`config.mk`:
```
export PLATFORM = sky130hd
export DESIGN_NAME = cpu_state_core
export DESIGN_NICKNAME = d
export VERILOG_FILES = /design/src/rtl/cpu_state_pkg.sv /design/src/rtl/cpu_state_core.sv
export SDC_FILE = /design/constraint.sdc
export NUM_CORES = 2
export LEC_CHECK = 0
export ABC_AREA = 1
export ABC_CLOCK_PERIOD_IN_PS = 3300
export BUFFER_PORTS_ARGS = -buffer_cell sky130_fd_sc_hd__buf_2
export CAP_MARGIN = 40
export CORE_MARGIN = 1.5
export CORE_UTILIZATION = 60
export DETAILED_ROUTE_END_ITERATION = 8
export PLACE_DENSITY = 0.82
export SKIP_LAST_GASP = 1
export SYNTH_ARGS = -nofsm -noshare
export SYNTH_HDL_FRONTEND = slang
export SYNTH_SLANG_ARGS = --single-unit
```
`constraint.sdc`:
```
create_clock -name CLK -period 3.3 [get_ports CLK]
set_input_delay 0.66 -clock CLK [delete_from_list [all_inputs] [get_ports CLK]]
set_output_delay 0.66 -clock CLK [all_outputs]
set_load 0.01 [all_outputs]
```
`src/rtl/cpu_state_pkg.sv`:
```
package cpu_state_pkg;
  // data memory and program counter geometry
  localparam int RAM_SIZE    = 256;
  localparam int RAM_AW      = 8;
  localparam int PC_W        = 12;
  localparam int ONCHIP_BITS = 11;
  localparam int SP_W        = 3;

  // fixed data memory map
  localparam logic [RAM_AW-1:0] STACK_BASE = 8'h08;
  localparam logic [2:0]        BANK0_HI   = 3'h0;
  localparam logic [2:0]        BANK1_HI   = 3'h3;
  localparam logic [2:0]        PTR_A_IDX  = 3'h0;
  localparam logic [2:0]        PTR_B_IDX  = 3'h1;

  // status word bit positions
  localparam int SW_SP_LO = 0;
  localparam int SW_SP_HI = 2;
  localparam int SW_ONE   = 3;
  localparam int SW_BANK  = 4;
  localparam int SW_FLAG  = 5;
  localparam int SW_AUX   = 6;
  localparam int SW_CARRY = 7;
  localparam logic [7:0] SW_RESET = 8'h00;
  localparam logic [7:0] SW_ONE_MASK = 8'h08;

  // register byte offsets on the bus
  localparam logic [7:0] OFS_STATUS = 8'h00;
  localparam logic [7:0] OFS_PC     = 8'h04;
  localparam logic [7:0] OFS_CMD    = 8'h08;
  localparam logic [7:0] OFS_RESULT = 8'h0C;
  localparam logic [7:0] OFS_ACC    = 8'h10;

  // command word fields
  localparam int CMD_OP_LO  = 0;
  localparam int CMD_OP_HI  = 3;
  localparam int CMD_REG_LO = 4;
  localparam int CMD_REG_HI = 6;
  localparam int CMD_DAT_LO = 8;
  localparam int CMD_DAT_HI = 15;
  localparam int CMD_TGT_LO = 16;
  localparam int CMD_TGT_HI = 27;
  localparam int RES_FLAG   = 8;

  // alu constants
  localparam logic [3:0] NIB_NINE = 4'h9;
  localparam logic [7:0] ADJ_LO   = 8'h06;
  localparam logic [7:0] ADJ_HI   = 8'h60;

  typedef enum logic [3:0] {
    OP_NOP, OP_CALL, OP_RET, OP_EXIT_RESTORING_STATUS, OP_LOOP, OP_BANK, OP_FCLR, OP_FCPL,
    OP_ADD, OP_DADJ, OP_WREG, OP_RREG, OP_WIND, OP_RIND, OP_ACC2SW, OP_SW2ACC
  } op_e;
endpackage

```
`src/rtl/cpu_state_core.sv`:
```
// Contract
// - ram 256 bytes, pointers reach all locations
// - bank 0 registers at locations 0-7
// - bank 1 registers at locations 24-31
// - locations 24-31 stay ordinary indirect storage
// - stack area 8-23 also indirect RAM
// - loop decrements register, branches on nonzero
// - reset clears program counter
// - low pc bits on-chip, upper mean external
// - call saves pc into pair by pointer
// - pointer 000 is 8/9, then increment
// - stack pointer wraps silently both ways
// - return decrements pointer then loads pc
// - call saves upper status nibble too
// - restoring return reloads nibble, plain keeps
// - status word moves whole to/from accumulator
// - status bits 0-2 are stack pointer
// - status bit 3 reads as one
// - status bit 4 selects bank
// - bit 5 user flag clear/complement/test
// - bit 6 low-nibble carry for adjust
// - bit 7 carry on accumulator overflow
module cpu_state_core (
  // clock and reset
  input  wire logic        CLK,
  input  wire logic        NRST,
  // apb slave
  input  wire logic        PSEL,
  input  wire logic        PENABLE,
  input  wire logic        PWRITE,
  input  wire logic [7:0]  PADDR,
  input  wire logic [31:0] PWDATA,
  output logic      [31:0] PRDATA,
  output logic             PREADY,
  output logic             PSLVERR,
  // program fetch
  output logic [cpu_state_pkg::ONCHIP_BITS-1:0] ONCHIP_ADDR,
  output logic                                  EXT_FETCH
);
  logic [7:0]  ram_r [cpu_state_pkg::RAM_SIZE];
  logic [7:0]  sw_r;
  logic [11:0] pc_r;
  logic [11:0] pc_nxt;
  logic [7:0]  acc_r;
  logic [8:0]  result_r;
  logic        pready_r;
  logic        ext_r;
  logic [31:0] prdata_r;
  logic        pslverr_r;

  logic        access;
  logic        wr;
  logic        rd;
  logic        mapped;
  logic        cmd;
  cpu_state_pkg::op_e op;
  logic [2:0]  reg_n;
  logic [7:0]  dat;
  logic [11:0] tgt;
  logic [2:0]  sp;
  logic [2:0]  sp_dec;
  logic [7:0]  push_lo;
  logic [7:0]  pop_lo;
  logic [7:0]  wreg_addr;
  logic [7:0]  ind_addr;
  logic [7:0]  wreg_val;
  logic [7:0]  wreg_dec;
  logic [8:0]  sum;
  logic        aux;
  logic [7:0]  adj1;
  logic [8:0]  adj2;
  logic [7:0]  sw_view;

  // ram write ports, b only for the odd stack byte
  logic        we_a;
  logic [7:0]  wa_addr;
  logic [7:0]  wa_data;
  logic        we_b;
  logic [7:0]  wb_addr;
  logic [7:0]  wb_data;

  assign access = PSEL && PENABLE && pready_r;
  assign wr     = access && PWRITE;
  assign rd     = PSEL && PENABLE && !pready_r && !PWRITE;
  assign mapped = (PADDR == cpu_state_pkg::OFS_STATUS) || (PADDR == cpu_state_pkg::OFS_PC)
               || (PADDR == cpu_state_pkg::OFS_CMD) || (PADDR == cpu_state_pkg::OFS_RESULT)
               || (PADDR == cpu_state_pkg::OFS_ACC);
  assign cmd    = wr && (PADDR == cpu_state_pkg::OFS_CMD);
  assign op     = cpu_state_pkg::op_e'(PWDATA[cpu_state_pkg::CMD_OP_HI:cpu_state_pkg::CMD_OP_LO]);
  assign reg_n  = PWDATA[cpu_state_pkg::CMD_REG_HI:cpu_state_pkg::CMD_REG_LO];
  assign dat    = PWDATA[cpu_state_pkg::CMD_DAT_HI:cpu_state_pkg::CMD_DAT_LO];
  assign tgt    = PWDATA[cpu_state_pkg::CMD_TGT_HI:cpu_state_pkg::CMD_TGT_LO];

  assign sp      = sw_r[cpu_state_pkg::SW_SP_HI:cpu_state_pkg::SW_SP_LO];
  assign sp_dec  = sp - 3'h1;
  assign push_lo = cpu_state_pkg::STACK_BASE + {4'h0, sp, 1'b0};
  assign pop_lo  = cpu_state_pkg::STACK_BASE + {4'h0, sp_dec, 1'b0};

  // working register address from bank bit
  assign wreg_addr = {2'b00,
                      sw_r[cpu_state_pkg::SW_BANK] ? cpu_state_pkg::BANK1_HI
                                                   : cpu_state_pkg::BANK0_HI,
                      reg_n};
  assign wreg_val  = ram_r[wreg_addr];
  assign wreg_dec  = wreg_val - 8'h01;
  // pointer a or b of the active bank reaches any byte
  assign ind_addr  = ram_r[{2'b00,
                      sw_r[cpu_state_pkg::SW_BANK] ? cpu_state_pkg::BANK1_HI
                                                   : cpu_state_pkg::BANK0_HI,
                      reg_n[0] ? cpu_state_pkg::PTR_B_IDX
                               : cpu_state_pkg::PTR_A_IDX}];

  assign sum  = {1'b0, acc_r} + {1'b0, dat};
  assign aux  = ({1'b0, acc_r[3:0]} + {1'b0, dat[3:0]}) > 5'h0F;
  assign adj1 = ((acc_r[3:0] > cpu_state_pkg::NIB_NINE) || sw_r[cpu_state_pkg::SW_AUX])
                ? acc_r + cpu_state_pkg::ADJ_LO : acc_r;
  assign adj2 = ((adj1[7:4] > cpu_state_pkg::NIB_NINE) || sw_r[cpu_state_pkg::SW_CARRY])
                ? {1'b0, adj1} + {1'b0, cpu_state_pkg::ADJ_HI} : {1'b0, adj1};
  assign sw_view = sw_r | cpu_state_pkg::SW_ONE_MASK;

  always_comb begin
    we_a    = 1'b0;
    wa_addr = wreg_addr;
    wa_data = dat;
    we_b    = 1'b0;
    wb_addr = push_lo + 8'h01;
    wb_data = {sw_r[7:4], pc_r[11:8]};
    if (cmd) begin
      case (op)
        cpu_state_pkg::OP_CALL: begin
          we_a    = 1'b1;
          wa_addr = push_lo;
          wa_data = pc_r[7:0];
          we_b    = 1'b1;
        end
        cpu_state_pkg::OP_LOOP: begin
          we_a    = 1'b1;
          wa_data = wreg_dec;
        end
        cpu_state_pkg::OP_WREG: we_a = 1'b1;
        cpu_state_pkg::OP_WIND: begin
          we_a    = 1'b1;
          wa_addr = ind_addr;
        end
        default: we_a = 1'b0;
      endcase
    end
  end

  // data memory, one flip-flop byte per entry
  for (genvar i = 0; i < cpu_state_pkg::RAM_SIZE; i++) begin : g_ram
    always_ff @(posedge CLK or negedge NRST) begin
      if (!NRST) begin
        ram_r[i] <= 8'h00;
      end else if (we_a && wa_addr == 8'(i)) begin
        ram_r[i] <= wa_data;
      end else if (we_b && wb_addr == 8'(i)) begin
        ram_r[i] <= wb_data;
      end
    end
  end

  always_comb begin
    pc_nxt = pc_r;
    if (wr && PADDR == cpu_state_pkg::OFS_PC) begin
      pc_nxt = PWDATA[11:0];
    end else if (cmd) begin
      case (op)
        cpu_state_pkg::OP_CALL: pc_nxt = tgt;
        cpu_state_pkg::OP_RET,
        cpu_state_pkg::OP_EXIT_RESTORING_STATUS: pc_nxt = {ram_r[pop_lo + 8'h01][3:0], ram_r[pop_lo]};
        cpu_state_pkg::OP_LOOP: pc_nxt = (wreg_dec != 8'h00) ? tgt : pc_r;
        default:                pc_nxt = pc_r;
      endcase
    end
  end

  always_ff @(posedge CLK or negedge NRST) begin
    if (!NRST) begin
      pc_r  <= 12'h000;
      ext_r <= 1'b0;
    end else begin
      pc_r  <= pc_nxt;
      ext_r <= |pc_nxt[11:cpu_state_pkg::ONCHIP_BITS];
    end
  end

  // status word
  always_ff @(posedge CLK or negedge NRST) begin
    if (!NRST) begin
      sw_r <= cpu_state_pkg::SW_RESET;
    end else if (wr && PADDR == cpu_state_pkg::OFS_STATUS) begin
      sw_r <= PWDATA[7:0];
    end else if (cmd) begin
      case (op)
        cpu_state_pkg::OP_CALL: sw_r[2:0] <= sp + 3'h1;
        cpu_state_pkg::OP_RET:  sw_r[2:0] <= sp_dec;
        cpu_state_pkg::OP_EXIT_RESTORING_STATUS: sw_r <= {ram_r[pop_lo + 8'h01][7:4], sw_r[3], sp_dec};
        cpu_state_pkg::OP_BANK: sw_r[cpu_state_pkg::SW_BANK] <= dat[0];
        cpu_state_pkg::OP_FCLR: sw_r[cpu_state_pkg::SW_FLAG] <= 1'b0;
        cpu_state_pkg::OP_FCPL: sw_r[cpu_state_pkg::SW_FLAG] <= !sw_r[cpu_state_pkg::SW_FLAG];
        cpu_state_pkg::OP_ADD: begin
          sw_r[cpu_state_pkg::SW_CARRY] <= sum[8];
          sw_r[cpu_state_pkg::SW_AUX]   <= aux;
        end
        cpu_state_pkg::OP_DADJ: begin
          sw_r[cpu_state_pkg::SW_CARRY] <= adj2[8] | sw_r[cpu_state_pkg::SW_CARRY];
        end
        cpu_state_pkg::OP_ACC2SW: sw_r <= acc_r;
        default: sw_r <= sw_r;
      endcase
    end
  end

  // accumulator
  always_ff @(posedge CLK or negedge NRST) begin
    if (!NRST) begin
      acc_r <= 8'h00;
    end else if (wr && PADDR == cpu_state_pkg::OFS_ACC) begin
      acc_r <= PWDATA[7:0];
    end else if (cmd) begin
      case (op)
        cpu_state_pkg::OP_ADD:    acc_r <= sum[7:0];
        cpu_state_pkg::OP_DADJ:   acc_r <= adj2[7:0];
        cpu_state_pkg::OP_SW2ACC: acc_r <= sw_view;
        default:                  acc_r <= acc_r;
      endcase
    end
  end

  // result: read byte and branch/test flag
  always_ff @(posedge CLK or negedge NRST) begin
    if (!NRST) begin
      result_r <= 9'h000;
    end else if (cmd) begin
      case (op)
        cpu_state_pkg::OP_RREG: result_r <= {1'b0, wreg_val};
        cpu_state_pkg::OP_RIND: result_r <= {1'b0, ram_r[ind_addr]};
        cpu_state_pkg::OP_LOOP: result_r <= {wreg_dec != 8'h00, wreg_dec};
        default: result_r <= {sw_r[cpu_state_pkg::SW_FLAG], wreg_val};
      endcase
    end
  end

  // apb: one wait state, read data latched with pready
  always_ff @(posedge CLK or negedge NRST) begin
    if (!NRST) begin
      pready_r  <= 1'b0;
      prdata_r  <= 32'h0000_0000;
      pslverr_r <= 1'b0;
    end else begin
      pready_r  <= PSEL && PENABLE && !pready_r;
      pslverr_r <= PSEL && PENABLE && !pready_r && !mapped;
      if (rd) begin
        case (PADDR)
          cpu_state_pkg::OFS_STATUS: prdata_r <= {24'h000000, sw_view};
          cpu_state_pkg::OFS_PC:     prdata_r <= {20'h00000, pc_r};
          cpu_state_pkg::OFS_RESULT: prdata_r <= {23'h0, result_r};
          cpu_state_pkg::OFS_ACC:    prdata_r <= {24'h000000, acc_r};
          default:                   prdata_r <= 32'h0000_0000;
        endcase
      end
    end
  end

  assign PRDATA      = prdata_r;
  assign PREADY      = pready_r;
  assign PSLVERR     = pslverr_r;
  assign ONCHIP_ADDR = pc_r[cpu_state_pkg::ONCHIP_BITS-1:0];
  assign EXT_FETCH   = ext_r;
endmodule // cpu_state_core

```
==> key figures <==
Detailed routing
  • Remaining DRCs: 3
  • DRT iter0 DRCs: about 16,000
  • Via count: between 100k and 150k
  • Per-cell routed wire length: 23.2 microns
  • Final ANT Viol Nets: 0
  • Drt first pass iters: 9
  • Vias per std cell: about 6.2
  • WL final: between 400,000 and 500,000 microns

Critical path
  • Worst Setup Start Kind: flip-flop
  • Worst Path Required: roughly 4.1 ns
  • Worst Path Arrival: ~4.2 ns
  • Critical path class: flip-flop to flip-flop
  • CP endpoint kind: flip-flop
  • CP max FO: 15

STA
  • Min cycle time layout: roughly 3.4 ns
  • Relative slew slack: between 50% and 60%
  • Final Setup Violations: 5
  • Fmax: around 300 MHz
  • Slew Viols, Final: 0
  • Max Clock Skew: 0.0420 ns
  • RSZ-0062 raised after global routing: yes
  • Setup ws final: -0.0897 ns
  • Final Cycle Share: 103%
  • Worst-Margin Slew: between 0.6 and 0.7 ns
  • Final Hold Fails: 0

Place
  • Hpwl dp: around 270,000 microns
  • RePlAce Congestion: roughly 1.1
  • DP Cell Count: ~17,000
  • Placement-stage cell area: 0.119 sq mm
  • Port Buffer Count: 66

Synthesis
  • Main combinational cell family by area after synthesis: simple AND/OR/NAND/NOR gates
  • XOR/XNOR Fraction of Synth Area: less than 1%
  • Mapped Area: around 0.11 sq mm
  • Register bit count reported by yosys: around 2,100
  • Share of the synthesized area in the top cell type: around half
  • Mux cell area share after synthesis: 0%
  • Simple-gate share of the synthesized area: 34.0%
  • Post-synth ARST share: 100%
  • Synth top cells by count: 5,393 x nand2_1, 2,660 x nand3_1, 2,098 x dfrtp_1
  • Average size of a mapped cell: around 7.5 sq um
  • Leading area contributor after synthesis: dfrtp_1
  • Compound-Gate Fraction of Synth Area: under 10%
  • Count leader, synth: nand2_1
  • Synth Flop Type: dfrtp_1
  • Cell variety after synth: 53
  • EDFF count, synth: 0
  • YS warnings: 0
  • Cells after Synth: 14,100
  • Seq/Total Area, Yosys: between 40 and 50%
  • Adder-cell share of the synthesized area: 0.244%
  • Leading post-synthesis cells by cell area: dfrtp_1 50%, nand2_1 19%, nand3_1 13%, o21ai_0 5.5%, clkbuf_1 2.5%

Clocking
  • TritonCTS clock tree: yes
  • Sink Count: between 2,000 and 2,500
  • Worst-path clk slew: roughly 0.07 ns
  • Max clock buf depth: 3
  • Clk_lat worst skew: ~0.9 ns
  • Total CTS buffers: between 200 and 250
  • Clk root buf: clkbuf_16
  • H-tree depth: 4

Cells and area
  • Design area: ~0.13 sq mm
  • Multi-input logic area: ~0.046 sq mm
  • Reg area: about 0.053 sq mm
  • Final core occ: between 70% and 80%
  • Fill count: 13,200
  • Fraction of layout cells with a size suffix above 1: 14.6%
  • Layout overhead on the synthesized area: 20.1%
  • Post-Layout Cell Count: around 17,000
  • Nets@finish: around 15,000

Global routing
  • First-pass GRT wire length: roughly 600,000 microns
  • Number of global-route vias before repair: between 100k and 150k
  • Gr ovfl total: 0
  • Largest net degree at the start of global routing: 107
  • Initial antenna violation count: 11
  • GRT Total Usage: 44.2%

Power and ir drop
  • Leakage Power: 61.7 nW
  • Worst vdd ir: between 500 and 600 uV
  • Pwr Density: 449 mW/mm^2

Floorplanning
  • Die Width: ~420 microns
  • Die H: 422 microns
  • Starting Density: about three fifths
  • FP Rows: between 150 and 200
  • IO Count: 91
  • Die area: 0.178 sq mm
  • Core Box Area: between 0.15 and 0.2 sq mm

Run status
  • Failing checks: design-rule violations, negative setup slack
  • Outcome: complete, but fails checks

Min path
  • HP Class: primary input to flip-flop

Flow run
  • Max-cap violations: 0
==> sequential cells by signal, summed over array words and instances, names as in the netlist <==
signal and cells:
PRDATA 12, PREADY 1, PSLVERR 1, acc_r 8, pc_r 12, ram_r 2048
result_r 9, sw_r 7
==> routing by layer <==
metal / track usage [%] / part of all wire [%] / vias up
met2: 65.2 / 43 / 7583
met5: 0 / 0.022 / -
met1: 57.2 / 37 / 51300
met4: 29.9 / 7.7 / 12
li1: - / - / 47200
met3: 11.6 / 12 / 1654
==> power by group <==
part	total (mW)	internal, mW	switching [mW]
Sequential	25.7	25.7	0.00670
Clock	26.1	15.2	10.9
Combinational	4.99	1.53	3.46
==> placed cells by master, fill, tap and decap left out, drive strengths merged, types with 6 or more instances in the layout <==
master and count:
nand4 19, a21oi 97, a31oi 8, a211oi 6, nand2 5397, nand3 2660
o22ai 25, o221ai 24, inv 715, or2 14, bufinv 25, clkinvlp 22
conb 20, ha 19, dfrtp 2098, a21o 6, nor3 10, o211ai 143
nor2 342, clkinv 53, a41oi 6, buf 1436, o21ai 1441, o2111ai 10
clkbuf 304
==> per-stage QoR <==
stage / setup WS, ns / TNS [ns] / hold WS (ns) / power (mW)
4_1_cts: -0.0102 / -0.0203 / 0.000459 / 56.6
2_1_floorplan: 0.0257 / 0 / 0.364 / 28.2
6_report: -0.0897 / -0.232 / 0.0408 / 56.8
5_1_grt: -0.0703 / -0.304 / 0.0490 / 58.1
3_3_place_gp: -0.718 / -733.78 / 0.456 / 30.9
3_5_place_dp: -0.831 / -917.61 / 0.460 / 30.9
==> cell type report <==
type                            count  share of cell area [%]
Clock buffer                      302                    4.94
Inverter                          715                    2.16
Tap cell                         2325                    2.30
Antenna cell                        3                 0.00593
Clock inverter                     96                   0.984
Multi-Input combinational cell  10300                    36.6
Timing Repair inverter              4                  0.0237
Sequential cell                  2098                    41.5
Timing Repair Buffer             1440                    11.5
==> final timing paths <==
path	startpoint	end	cells after the start	slack (ns)
setup / recovery	sw_r[4]	result_r[7]	18	-0.09
hold / removal	PSEL	PREADY	3	0.04
setup reg to reg	sw_r[4]	result_r[7]	18	-0.09
hold reg to reg	ram_r[836]	ram_r[836]	2	0.47
max in group asynchronous	NRST	ram_r[776]	4	1.69
min in group asynchronous	NRST	ram_r[717]	2	0.41
==> cell families (layout without fill, tap and decap cells) <==
group	after synthesis	after routing
adders and majority gates	20	20
and+or+nand+nor	8445	8445
DFF	2098	2098
AOI/OAI and AO/OA	1787	1787
other	1	23
buffers and inverters	1785	2557
xor gates and xnor gates	7	7
==> critical path, cell delays in order (launching register included) <==
cell     delay, ns
dfrtp_2       0.46
buf_4         0.20
nand3_4       0.11
nand2_4       0.19
buf_4         0.29
buf_12        0.20
buf_4         0.21
nand2_1       0.07
nand3_1       0.12
nand3_1       0.11
nand3_1       0.09
nand3_1       0.17
nand3_1       0.22
nand3_1       0.27
nand3_1       0.17
nand3_1       0.20
nand3_1       0.12
nand2_1       0.05
inv_1         0.04
==> timing repair <==
action / 4_1_cts / 5_1_grt
setup buffers: 1 / 8
endpoints found under the hold margin: 40 / 0
cloned: 0 / 6
setup endpoints to repair: 204 / 891
pin swaps: 1 / 2
resized for setup: 4 / 92
hold buffers: 2 / 0
Power figures use the tool's default switching activity.
